<file path="config.mk">
export PLATFORM = sky130hd
export DESIGN_NAME = sqc_top
export DESIGN_NICKNAME = d
export VERILOG_FILES = /design/src/rtl/sqc_pkg.sv /design/src/rtl/sqc_conv.sv /design/src/rtl/sqc_top.sv
export SDC_FILE = /design/constraint.sdc
export NUM_CORES = 1
export LEC_CHECK = 0
export ABC_AREA = 1
export BUFFER_PORTS_ARGS = -buffer_cell sky130_fd_sc_hd__buf_4
export CAP_MARGIN = 20
export CORE_ASPECT_RATIO = 1.1
export CORE_MARGIN = 2
export CORE_UTILIZATION = 42
export CTS_BUF_LIST = sky130_fd_sc_hd__clkbuf_4
export DETAILED_ROUTE_END_ITERATION = 8
export GPL_TIMING_DRIVEN = 0
export PLACE_DENSITY = 0.65
export SLEW_MARGIN = 20
export SYNTH_ARGS = -nofsm -noshare
export SYNTH_HDL_FRONTEND = slang
export SYNTH_SLANG_ARGS = --single-unit
</file>
<file path="constraint.sdc">
create_clock -name aclk -period 4.38 [get_ports aclk]
set_clock_uncertainty 0.1 [all_clocks]
set_input_delay 0.876 -clock aclk [delete_from_list [all_inputs] [get_ports aclk]]
set_output_delay 0.876 -clock aclk [all_outputs]
set_load 0.02 [all_outputs]
</file>
<file path="src/rtl/sqc_pkg.sv">
// package: register map, field layout, reset values and types of the sequence controller
// What this block does
// - writing any control register aborts, only control register 5 starts a sequence
// - length field bits 6:3, zero means sixteen
// - reset length is four conversions
// - non fifo: result n to register n
// - fifo: slot counter runs across sequences
// - fifo slot counter wraps after last register
// - slot counter readable in status register
// - abort or new start clears slot counter
// - freeze field: continue, finish then halt, immediate
package sqc_pkg;
  // byte addresses of the registers
  localparam logic [7:0] SQC_CTL0_OFS = 8'h00; // converter control register 0
  localparam logic [7:0] SQC_CTL1_OFS = 8'h04; // converter control register 1
  localparam logic [7:0] SQC_CTL2_OFS = 8'h08; // converter control register 2
  localparam logic [7:0] SQC_SEQ_OFS = 8'h0C; // sequence_control_reg, printed index 3
  localparam logic [7:0] SQC_CTL4_OFS = 8'h10; // converter control register 4
  localparam logic [7:0] SQC_CTL5_OFS = 8'h14; // control register 5, starts a sequence
  localparam logic [7:0] SQC_STAT_OFS = 8'h18; // converter_status_reg_zero
  // sequence_control_reg field positions
  localparam int SQC_LEN_LSB = 3; // seq_len_weight1 .. seq_len_weight8 at 6:3
  localparam int SQC_FIFO_BIT = 2; // fifo mode
  localparam int SQC_FRZ_LSB = 0; // breakpoint_response at 1:0
  localparam logic [7:0] SQC_SEQ_RST = 8'h20; // seq_len_weight4 set
  // status register fields
  localparam int SQC_STAT_CC_LSB = 0; // result_slot_counter at 3:0
  localparam int SQC_STAT_BUSY_BIT = 4; // sequence active
  localparam int SQC_STAT_FRZ_BIT = 5; // frozen
  localparam int SQC_STAT_SCF_BIT = 7; // sequence complete
  // control register 5 fields
  localparam int SQC_SCAN_BIT = 5; // continuous scan
  // conversion length in clock cycles (stand-in for the analog core)
  localparam logic [3:0] SQC_CONV_CYC = 4'hB;
  localparam logic [1:0] SQC_RESP_OKAY = 2'h0;
  localparam logic [1:0] SQC_RESP_SLVERR = 2'h2;
  // freeze codes
  typedef enum logic [1:0] {
    SQC_FRZ_CONT = 2'b00,
    SQC_FRZ_RSVD = 2'b01,
    SQC_FRZ_FINISH = 2'b10,
    SQC_FRZ_NOW = 2'b11
  } sqc_frz_t;
  // result written into the result file
  typedef struct packed {
    logic valid; // one-cycle write strobe
    logic [3:0] slot; // result register index
  } sqc_result_t;
endpackage : sqc_pkg

</file>
<file path="src/rtl/sqc_conv.sv">
// conversion timer: counts one conversion, holds its state while frozen
`timescale 1ns/1ps
`default_nettype none
module sqc_conv (
  input wire logic aclk,
  input wire logic aresetn,
  input wire logic start,
  input wire logic abort,
  input wire logic hold,
  output logic busy,
  output logic done
);
  logic [3:0] cnt_q; // cycles left in current conversion
  // a held count keeps its saved state so freeze resumes, not restarts
  always_ff @(posedge aclk) begin
    if (!aresetn || abort) begin
      cnt_q <= 4'h0;
    end else if (start) begin
      cnt_q <= sqc_pkg::SQC_CONV_CYC;
    end else if (cnt_q != 4'h0 && !hold) begin
      cnt_q <= cnt_q - 4'h1;
    end
  end
  assign busy = (cnt_q != 4'h0);
  assign done = (cnt_q == 4'h1) && !hold && !abort;
endmodule : sqc_conv
`default_nettype wire

</file>
<file path="src/rtl/sqc_top.sv">
// sequence length, result placement and freeze control with an AXI4-Lite slave
`timescale 1ns/1ps
`default_nettype none
module sqc_top (
  input wire logic aclk,
  input wire logic aresetn,
  input wire logic [7:0] s_awaddr,
  input wire logic s_awvalid,
  output logic s_awready,
  input wire logic [31:0] s_wdata,
  input wire logic [3:0] s_wstrb,
  input wire logic s_wvalid,
  output logic s_wready,
  output logic [1:0] s_bresp,
  output logic s_bvalid,
  input wire logic s_bready,
  input wire logic [7:0] s_araddr,
  input wire logic s_arvalid,
  output logic s_arready,
  output logic [31:0] s_rdata,
  output logic [1:0] s_rresp,
  output logic s_rvalid,
  input wire logic s_rready,
  input wire logic freeze_req,
  output logic result_we,
  output logic [3:0] result_slot
);
  ////////////////////////////////////////////////////////////////////////
  // register storage
  logic [7:0] ctl_q [0:5]; // control registers 0..5, 3 is the sequence one
  logic [7:0] stat_q; // status flags
  logic [3:0] cc_q; // result_slot_counter
  logic [4:0] done_q; // conversions done in this sequence
  logic seq_act_q; // sequence in progress
  logic frz_q; // currently frozen
  logic aw_hold_q; // address captured
  logic w_hold_q; // data captured
  logic [7:0] awaddr_q;
  logic [31:0] wdata_q;
  logic [3:0] wstrb_q;
  logic do_wr; // write commits this cycle
  logic wr_ctl; // write hits a control register
  logic wr_go; // write to register 5 starts
  logic conv_start;
  logic conv_busy;
  logic conv_done;
  logic hold;
  logic [4:0] seq_len;
  sqc_pkg::sqc_frz_t frz_mode;
  sqc_pkg::sqc_result_t res_q;

  // map a byte address to a control register index, 7 when none
  function automatic logic [2:0] ctl_index(input logic [7:0] a);
    case (a)
      sqc_pkg::SQC_CTL0_OFS: ctl_index = 3'd0;
      sqc_pkg::SQC_CTL1_OFS: ctl_index = 3'd1;
      sqc_pkg::SQC_CTL2_OFS: ctl_index = 3'd2;
      sqc_pkg::SQC_SEQ_OFS: ctl_index = 3'd3;
      sqc_pkg::SQC_CTL4_OFS: ctl_index = 3'd4;
      sqc_pkg::SQC_CTL5_OFS: ctl_index = 3'd5;
      default: ctl_index = 3'd7;
    endcase
  endfunction : ctl_index

  ////////////////////////////////////////////////////////////////////////
  // write channel: address and data taken in either order
  always_ff @(posedge aclk) begin
    if (!aresetn) begin
      aw_hold_q <= 1'b0;
      awaddr_q <= 8'h00;
    end else if (s_awvalid && s_awready) begin
      aw_hold_q <= 1'b1;
      awaddr_q <= s_awaddr;
    end else if (do_wr) begin
      aw_hold_q <= 1'b0;
    end
  end
  always_ff @(posedge aclk) begin
    if (!aresetn) begin
      w_hold_q <= 1'b0;
      wdata_q <= 32'h0000_0000;
      wstrb_q <= 4'h0;
    end else if (s_wvalid && s_wready) begin
      w_hold_q <= 1'b1;
      wdata_q <= s_wdata;
      wstrb_q <= s_wstrb;
    end else if (do_wr) begin
      w_hold_q <= 1'b0;
    end
  end
  // ready only while nothing is held and no answer is pending
  always_ff @(posedge aclk) begin
    if (!aresetn) begin
      s_awready <= 1'b0;
      s_wready <= 1'b0;
    end else begin
      s_awready <= !aw_hold_q && !(s_awvalid && s_awready) && !s_bvalid && !do_wr;
      s_wready <= !w_hold_q && !(s_wvalid && s_wready) && !s_bvalid && !do_wr;
    end
  end
  assign do_wr = aw_hold_q && w_hold_q && !s_bvalid;
  assign wr_ctl = do_wr && (ctl_index(awaddr_q) != 3'd7) && wstrb_q[0];
  assign wr_go = wr_ctl && (ctl_index(awaddr_q) == 3'd5);
  // write response
  always_ff @(posedge aclk) begin
    if (!aresetn) begin
      s_bvalid <= 1'b0;
      s_bresp <= sqc_pkg::SQC_RESP_OKAY;
    end else if (do_wr) begin
      s_bvalid <= 1'b1;
      s_bresp <= (ctl_index(awaddr_q) == 3'd7 && awaddr_q != sqc_pkg::SQC_STAT_OFS) ?
                 sqc_pkg::SQC_RESP_SLVERR : sqc_pkg::SQC_RESP_OKAY;
    end else if (s_bready) begin
      s_bvalid <= 1'b0;
    end
  end
  // control registers, only lane 0 carries data
  always_ff @(posedge aclk) begin
    if (!aresetn) begin
      for (int i = 0; i < 6; i++) begin
        ctl_q[i] <= (i == 3) ? sqc_pkg::SQC_SEQ_RST : 8'h00;
      end
    end else if (wr_ctl) begin
      ctl_q[ctl_index(awaddr_q)] <= wdata_q[7:0];
    end
  end

  ////////////////////////////////////////////////////////////////////////
  // read channel
  always_ff @(posedge aclk) begin
    if (!aresetn) begin
      s_arready <= 1'b0;
      s_rvalid <= 1'b0;
      s_rdata <= 32'h0000_0000;
      s_rresp <= sqc_pkg::SQC_RESP_OKAY;
    end else if (s_arvalid && s_arready) begin
      s_arready <= 1'b0;
      s_rvalid <= 1'b1;
      s_rresp <= sqc_pkg::SQC_RESP_OKAY;
      if (s_araddr == sqc_pkg::SQC_STAT_OFS) begin
        s_rdata <= {24'h000000, stat_q[7:4], cc_q};
      end else if (ctl_index(s_araddr) != 3'd7) begin
        s_rdata <= {24'h000000, ctl_q[ctl_index(s_araddr)]};
      end else begin
        s_rdata <= 32'h0000_0000;
        s_rresp <= sqc_pkg::SQC_RESP_SLVERR;
      end
    end else if (s_rvalid) begin
      if (s_rready) begin
        s_rvalid <= 1'b0;
      end
    end else begin
      s_arready <= 1'b1;
    end
  end

  ////////////////////////////////////////////////////////////////////////
  // sequence control
  assign seq_len = {(ctl_q[3][6:3] == 4'h0), ctl_q[3][6:3]};
  assign frz_mode = sqc_pkg::sqc_frz_t'(ctl_q[3][1:0]);
  // reserved code behaves as continue; finish mode halts only between conversions
  always_comb begin
    case (frz_mode)
      sqc_pkg::SQC_FRZ_NOW: hold = freeze_req;
      sqc_pkg::SQC_FRZ_FINISH: hold = freeze_req && !conv_busy;
      default: hold = 1'b0;
    endcase
  end
  assign conv_start = seq_act_q && !conv_busy && !hold && !wr_ctl;

  sqc_conv u_conv (
    .aclk(aclk),
    .aresetn(aresetn),
    .start(conv_start),
    .abort(wr_ctl),
    .hold(hold),
    .busy(conv_busy),
    .done(conv_done)
  );

  // sequence state, abort on any control write, start only from register 5
  always_ff @(posedge aclk) begin
    if (!aresetn) begin
      seq_act_q <= 1'b0;
      done_q <= 5'h00;
    end else if (wr_ctl) begin
      seq_act_q <= wr_go;
      done_q <= 5'h00;
    end else if (conv_done) begin
      if (done_q + 5'h01 == seq_len) begin
        done_q <= 5'h00;
        seq_act_q <= ctl_q[5][sqc_pkg::SQC_SCAN_BIT];
      end else begin
        done_q <= done_q + 5'h01;
      end
    end
  end
  // slot counter; a control write clears it even in fifo mode
  always_ff @(posedge aclk) begin
    if (!aresetn || wr_ctl) begin
      cc_q <= 4'h0;
    end else if (conv_done) begin
      if (!ctl_q[3][sqc_pkg::SQC_FIFO_BIT] && done_q + 5'h01 == seq_len) begin
        cc_q <= 4'h0;
      end else begin
        cc_q <= cc_q + 4'h1;
      end
    end
  end
  // result strobe into the result file
  always_ff @(posedge aclk) begin
    if (!aresetn) begin
      res_q <= '0;
    end else begin
      res_q.valid <= conv_done;
      res_q.slot <= cc_q;
    end
  end
  assign result_we = res_q.valid;
  assign result_slot = res_q.slot;
  // status flags; a control write masks conv_done, so clear wins over completion set
  always_ff @(posedge aclk) begin
    if (!aresetn) begin
      stat_q <= 8'h00;
      frz_q <= 1'b0;
    end else begin
      frz_q <= hold;
      stat_q[sqc_pkg::SQC_STAT_BUSY_BIT] <= seq_act_q;
      stat_q[sqc_pkg::SQC_STAT_FRZ_BIT] <= frz_q;
      if (conv_done && done_q + 5'h01 == seq_len) begin
        stat_q[sqc_pkg::SQC_STAT_SCF_BIT] <= 1'b1;
      end else if (wr_ctl) begin
        stat_q[sqc_pkg::SQC_STAT_SCF_BIT] <= 1'b0;
      end
    end
  end

  ////////////////////////////////////////////////////////////////////////
  // checks
  chk_abort_nostart: assert property (@(posedge aclk) disable iff (!aresetn)
    wr_ctl && !wr_go |=> !seq_act_q) else $error("control write did not abort");
  chk_slot_clear: assert property (@(posedge aclk) disable iff (!aresetn)
    wr_ctl |=> cc_q == 4'h0) else $error("slot counter not cleared");
  chk_fifo_step: assert property (@(posedge aclk) disable iff (!aresetn)
    conv_done && !wr_ctl && ctl_q[3][2] |=> cc_q == $past(cc_q) + 4'h1)
    else $error("fifo slot did not advance");
  chk_fifo_wrap: assert property (@(posedge aclk) disable iff (!aresetn)
    conv_done && !wr_ctl && ctl_q[3][2] && cc_q == 4'hF |=> cc_q == 4'h0)
    else $error("fifo slot did not wrap");
  chk_seq_end: assert property (@(posedge aclk) disable iff (!aresetn)
    conv_done && !wr_ctl && !ctl_q[3][2] && done_q + 5'h01 == seq_len |=> cc_q == 4'h0)
    else $error("fixed mode slot not reset");
  chk_len_bound: assert property (@(posedge aclk) disable iff (!aresetn)
    seq_act_q |-> done_q < seq_len) else $error("sequence overran length");
  chk_frz_now: assert property (@(posedge aclk) disable iff (!aresetn)
    freeze_req && frz_mode == sqc_pkg::SQC_FRZ_NOW |-> !conv_done)
    else $error("conversion finished while frozen");
  chk_frz_cont: assert property (@(posedge aclk) disable iff (!aresetn)
    !ctl_q[3][1] |-> !hold) else $error("continue code halted");
  chk_stat_cc: assert property (@(posedge aclk) disable iff (!aresetn)
    s_arvalid && s_arready && s_araddr == sqc_pkg::SQC_STAT_OFS
    |=> s_rdata[3:0] == $past(cc_q)) else $error("status slot wrong");
endmodule : sqc_top
`default_nettype wire

</file>
# Word level (Yosys, flattened, before mapping)
# Memory sizes are Yosys's and may differ from the RTL's.
# Index checks and enable logic that the tools add are counted.
# Widths: inputs -> output; s select.
[totals]
reg_bits = 83
latch_bits = 0
ram_bits = 48
mem_bits_ro = 0
inputBits = 60
n_memories = 1
[op_classes]
add_sub_neg = 3
mul = 0
div_mod_pow = 0
n_lt_le_gt_ge = 0
eq_ne = 20
shifts = 0
n_mux = 43
bitwise_logic = 1
reduce_logical = 52
[memory_table]
columns = ["name", "depth", "width", "rd", "rd_ports_with_merged_regs", "write_ports", "line_no", "rtl"]
rows = [
  ["ctl_q", 6, 8, 3, 0, 6, "sqc_top.sv:30", "logic [7:0] ctl_q [0:5];"],
]
[op_table]
columns = ["op", "count"]
rows = [
  ["$eq 8x5->1 const B", 5],
  ["$mux 3", 12],
  ["$pmux 3 s6", 2],
  ["$eq 8x4->1 const B", 4],
  ["$logic_and 1x1->1", 24],
  ["$mux 8", 3],
  ["$mux 1", 18],
  ["$eq 8x3->1 const B", 2],
  ["$logic_not 8->1", 2],
  ["$reduce_bool 2->1", 7],
  ["$mux 4", 3],
  ["$logic_not 1->1", 11],
  ["$ne 8x5->1 const B", 1],
  ["$reduce_or 8->1", 1],
  ["$eq 3x3->1 const B", 2],
  ["$mux 2", 3],
  ["$ne 3x3->1 const B", 2],
  ["$reduce_or 2->1", 3],
  ["$add 5x1->5 const B", 1],
  ["$eq 5x5->1", 1],
  ["$mux 5", 1],
  ["$add 4x1->4 const B", 1],
  ["$eq 2x2->1 const B", 2],
  ["$eq 4x1->1 const B", 1],
  ["other kinds (7)", 7],
]

# Logic depth before layout (Yosys ltp)
# An unclocked memory read counts as a cell.
[logic_depth]
depth_word = 13
mapped_depth = 13
mapped_depth_nobuf = 13

# Cells and area by module
# Synthesis repeated with hierarchy kept, for this count alone.
[unflattened]
hier_cells = 636
hier_area_um2 = 5143.7
[modules_own_cells]
columns = ["module", "instances", "cells_per_inst", "area_each_um2", "seq_area_each_um2"]
rows = [
  ["sqc_top", 1, 597, 4880.9, 2502.4],
  ["sqc_conv", 1, 39, 262.8, 80.1],
]

# Worst setup path after synthesis
# No wires, ideal clock.
[synth_timing]
path_type = "input-to-reg"
from = "input aresetn"
to = "memory ctl_q[4][0], enable pin"
setup_ns = 0.329
t_arrival_ns = 1.926
required_time_ns = 3.951
setup_slack_ns = 2.025
cell_stages = 6
path_buffers = 1
path_cell_list = "clkbuf_1 -> inv_1 -> nor2_4 -> o21ai_1 -> nand3b_4 -> nand2_1"
[synth_lines]
columns = ["element", "line_no", "rtl"]
rows = [
  ["start: declaration", "sqc_top.sv:6", "input wire logic aresetn,"],
  ["end: declaration", "sqc_top.sv:30", ""],
]

==> metrics.cfg <==
[drt]
drt_wl_total_um = 11600
drt-initial-drc-count = 310
num_vias = 4207
drc = 0
drtAntennaViolNets = 0
dr.pass1.iters = 5
viasPerCell = 4.82
routedWlPerCell_um = 13.3

[layout]
area_growth_syn_to_layout_pct = 16.1
register_area_um2 = 2580
final_nets = 778
stdcell_count = 872
fill_cells = 1167
antennaDiodeCount = 0
drive_above_1_share_pct = 19.1
multi_input_area_um2 = 1940

[sta]
clock.fmax_mhz = 442
relSlewSlack_pct = 51.2
tns_ns = 0
rsz0062_at_grt = no
hold_violations = 0
timing.hold.ws_ns = 0.356
fin_crit_sh_pct = 51.7
slew_violations = 0
min_period_ns = 2.26
tightest_slew_ns = 0.727
setup_ws_ns = 2.12
setup_viol = 0

[yosys]
syn_area_um2 = 5090
synthCells = 627
syn_area_per_cell_um2 = 8.11
synth-seq-area-share_pct = 50.8
synthTopCellsByArea = edfxtp_1 28%, dfxtp_1 22%, nand2_1 7.6%
yosys.area.top_type_share_pct = 28.3
ys_warn_count = 0
yosys.cell_types.count = 38
ys_ff_latch = 105
yosysTopAreaCell = edfxtp_1

[die]
io_pins = 106
chipWidth_um = 109
die_h_um = 119
dieArea_um2 = 13000
initial_core_util_pct = 42.6
row_count = 42
coreArea_um2 = 11900

[clock_network]
clk_path_buf_depth = 2
cts-root-buf = clkbuf_4
clk_latency_ns = 0.46
cts-resized-gates = 0
cts_tree = done
ctsHoldBuffers = 0
numClockSinks = 105
h-tree-depth = 3
cts_setup_buffers = 0
cts_inserted_buffers = 9
path_clk_slew_ns = 0.15

[global_route]
grt_pass1_vias = 3840
grt_overflow = 0
antenna_found_initial = 0
grt_pass1_wl_um = 18500
grt_max_degree = 17
grt.total_usage_pct = 18.5

[critical_path]
worst_setup_path_start_kind = primary input
worstPathMaxFanout = 10
required_ns = 4.43
end_kind = register
criticalPathCategory = primary input to register
cp_data_arrival_time_ns = 2.32
reg2regPathDepth = 8

[placement]
place_congestion = 0.886
dpl.hpwl_um = 9120
dpl.cell_count = 856
port_buffers = 50
dpl_worst_slack_ns = 1.55

[power_and_ir_drop]
p_total_mw = 2.07
power_density_nw_per_um2 = 350
leakage_nw = 2.61
ir_drop_mv = 0.212

[min_path]
min_path_type = register to register
hold-path-cell-count = 2

[flow_run]
maxCapViolCount = 0

[run_status]
outcome = finished, final reports clean

## power breakdown
group          total (mW)  internal (mW)  switching (mW)
Sequential           1.13           1.09          0.0398
Combinational       0.394          0.148           0.246
Clock               0.549          0.234           0.315
## per-layer routing
layer	part of all wire, %	track usage (%)	up-vias	routed length (µm)
li1	-	-	2152	-
met3	6.6	3.67	26	762
met4	2.4	6.41	0	273
met1	44	24.0	1906	5100
met2	47	30.3	123	5440
met5	0	0	-	0
## worst max-delay path, stage by stage
cell	delay [ns]
clkbuf_1	0.32
inv_1	0.25
nor2_4	0.19
o21ai_1	0.11
and2_4	0.16
nand2_2	0.15
nand2_1	0.25
## state kept, by name, indices dropped and copies added, names as in the netlist
name / flops
ctl_q: 48
s_bresp: 1
done_q: 5
stat_q: 3
s_bvalid: 1
u_conv.cnt_q: 4
s_rdata: 8
w_hold_q: 1
wstrb_q: 1
wdata_q: 8
frz_q: 1
awaddr_q: 8
cc_q: 4
s_awready: 1
result_slot: 4
s_rvalid: 1
s_wready: 1
result_we: 1
aw_hold_q: 1
s_rresp: 1
s_arready: 1
seq_act_q: 1
## per-stage QoR
step | instance area [µm²] | util [%]
finish | 5910 | 49.5
global route | 5910 | 49.5
detailed placement | 5750 | 48.2
CTS | 5910 | 49.5
floorplan | 5180 | -
global placement | 5750 | 48.2
## worst paths after layout
check | from | to | slack (ns)
max | aresetn | ctl_q[1][6] | 2.12
min | frz_q | stat_q[5] | 0.36
max reg2reg | awaddr_q[5] | ctl_q[1][6] | 2.20
min reg2reg | frz_q | stat_q[5] | 0.36
## synth_stat cells
| cell type | instances |
|---|---|
| nand2_1 | 103 |
| inv_1 | 86 |
| nor2_1 | 76 |
| dfxtp_1 | 57 |
| nand3_1 | 55 |
| edfxtp_1 | 48 |
| a21oi_1 | 38 |
| o21ai_0 | 32 |
| buf_4 | 28 |
| inv_2 | 13 |
| nand2_2 | 10 |
| nor2_2 | 10 |
| a31oi_1 | 8 |
| clkbuf_1 | 8 |
| nand4_1 | 7 |
| nor3_1 | 6 |
| o21ai_1 | 6 |
| buf_2 | 5 |
| ha_1 | 5 |
| nand3b_1 | 4 |
| a311oi_1 | 2 |
| nor4_1 | 2 |
| xnor2_1 | 2 |
| xor2_1 | 2 |
| a2111oi_0 | 1 |
| a211oi_1 | 1 |
| a211oi_4 | 1 |
| and2_4 | 1 |
| and3_1 | 1 |
| buf_1 | 1 |
| buf_6 | 1 |
| clkinv_1 | 1 |
| conb_1 | 1 |
| nand3b_4 | 1 |
| nor2_4 | 1 |
| nor4b_2 | 1 |
| o31ai_1 | 1 |
| or2_2 | 1 |
## cell usage in the layout (no fill, tap or decap), types with 2 or more instances in the layout
master      instances
a311oi_1            2
nand3_1            55
clkbuf_1            8
nand3b_1            4
dfxtp_1            57
edfxtp_1           48
nand4_1             7
a31oi_1             8
ha_1                5
nor4_1              2
nor3_1              6
xnor2_1             2
buf_2               5
a21oi_1            38
buf_4              78
bufinv_16           2
xor2_1              2
o21ai_1             7
conb_1             26
clkbuf_4           10
clkinv_1            3
nand2_2            10
o21ai_0            31
clkinvlp_4          2
inv_1              86
inv_2              13
nor2_2             10
nand2_1           103
nor2_1             76
## kinds of logic after synthesis
logic type      count (synthesis)  synth area share [%]
xor+xnor                        4                 0.689
other cells                     1                0.0737
flops                         105                  50.8
compound gates                 90                  9.67
fa+ha+maj                       5                  1.23
buf+inv                       143                  12.9
simple gates                  279                  24.7
## cell type report
type                            instances  area share, %
Multi-Input combinational cell        404           32.9
Tap cell                              154           3.26
Timing Repair Buffer                   50           6.35
Clock buffer                           10           1.27
Clock inverter                          6           1.40
Inverter                              100           6.35
Buffer                                 43           4.74
Sequential cell                       105           43.7
No activity file was read; power rests on OpenSTA's default activity.
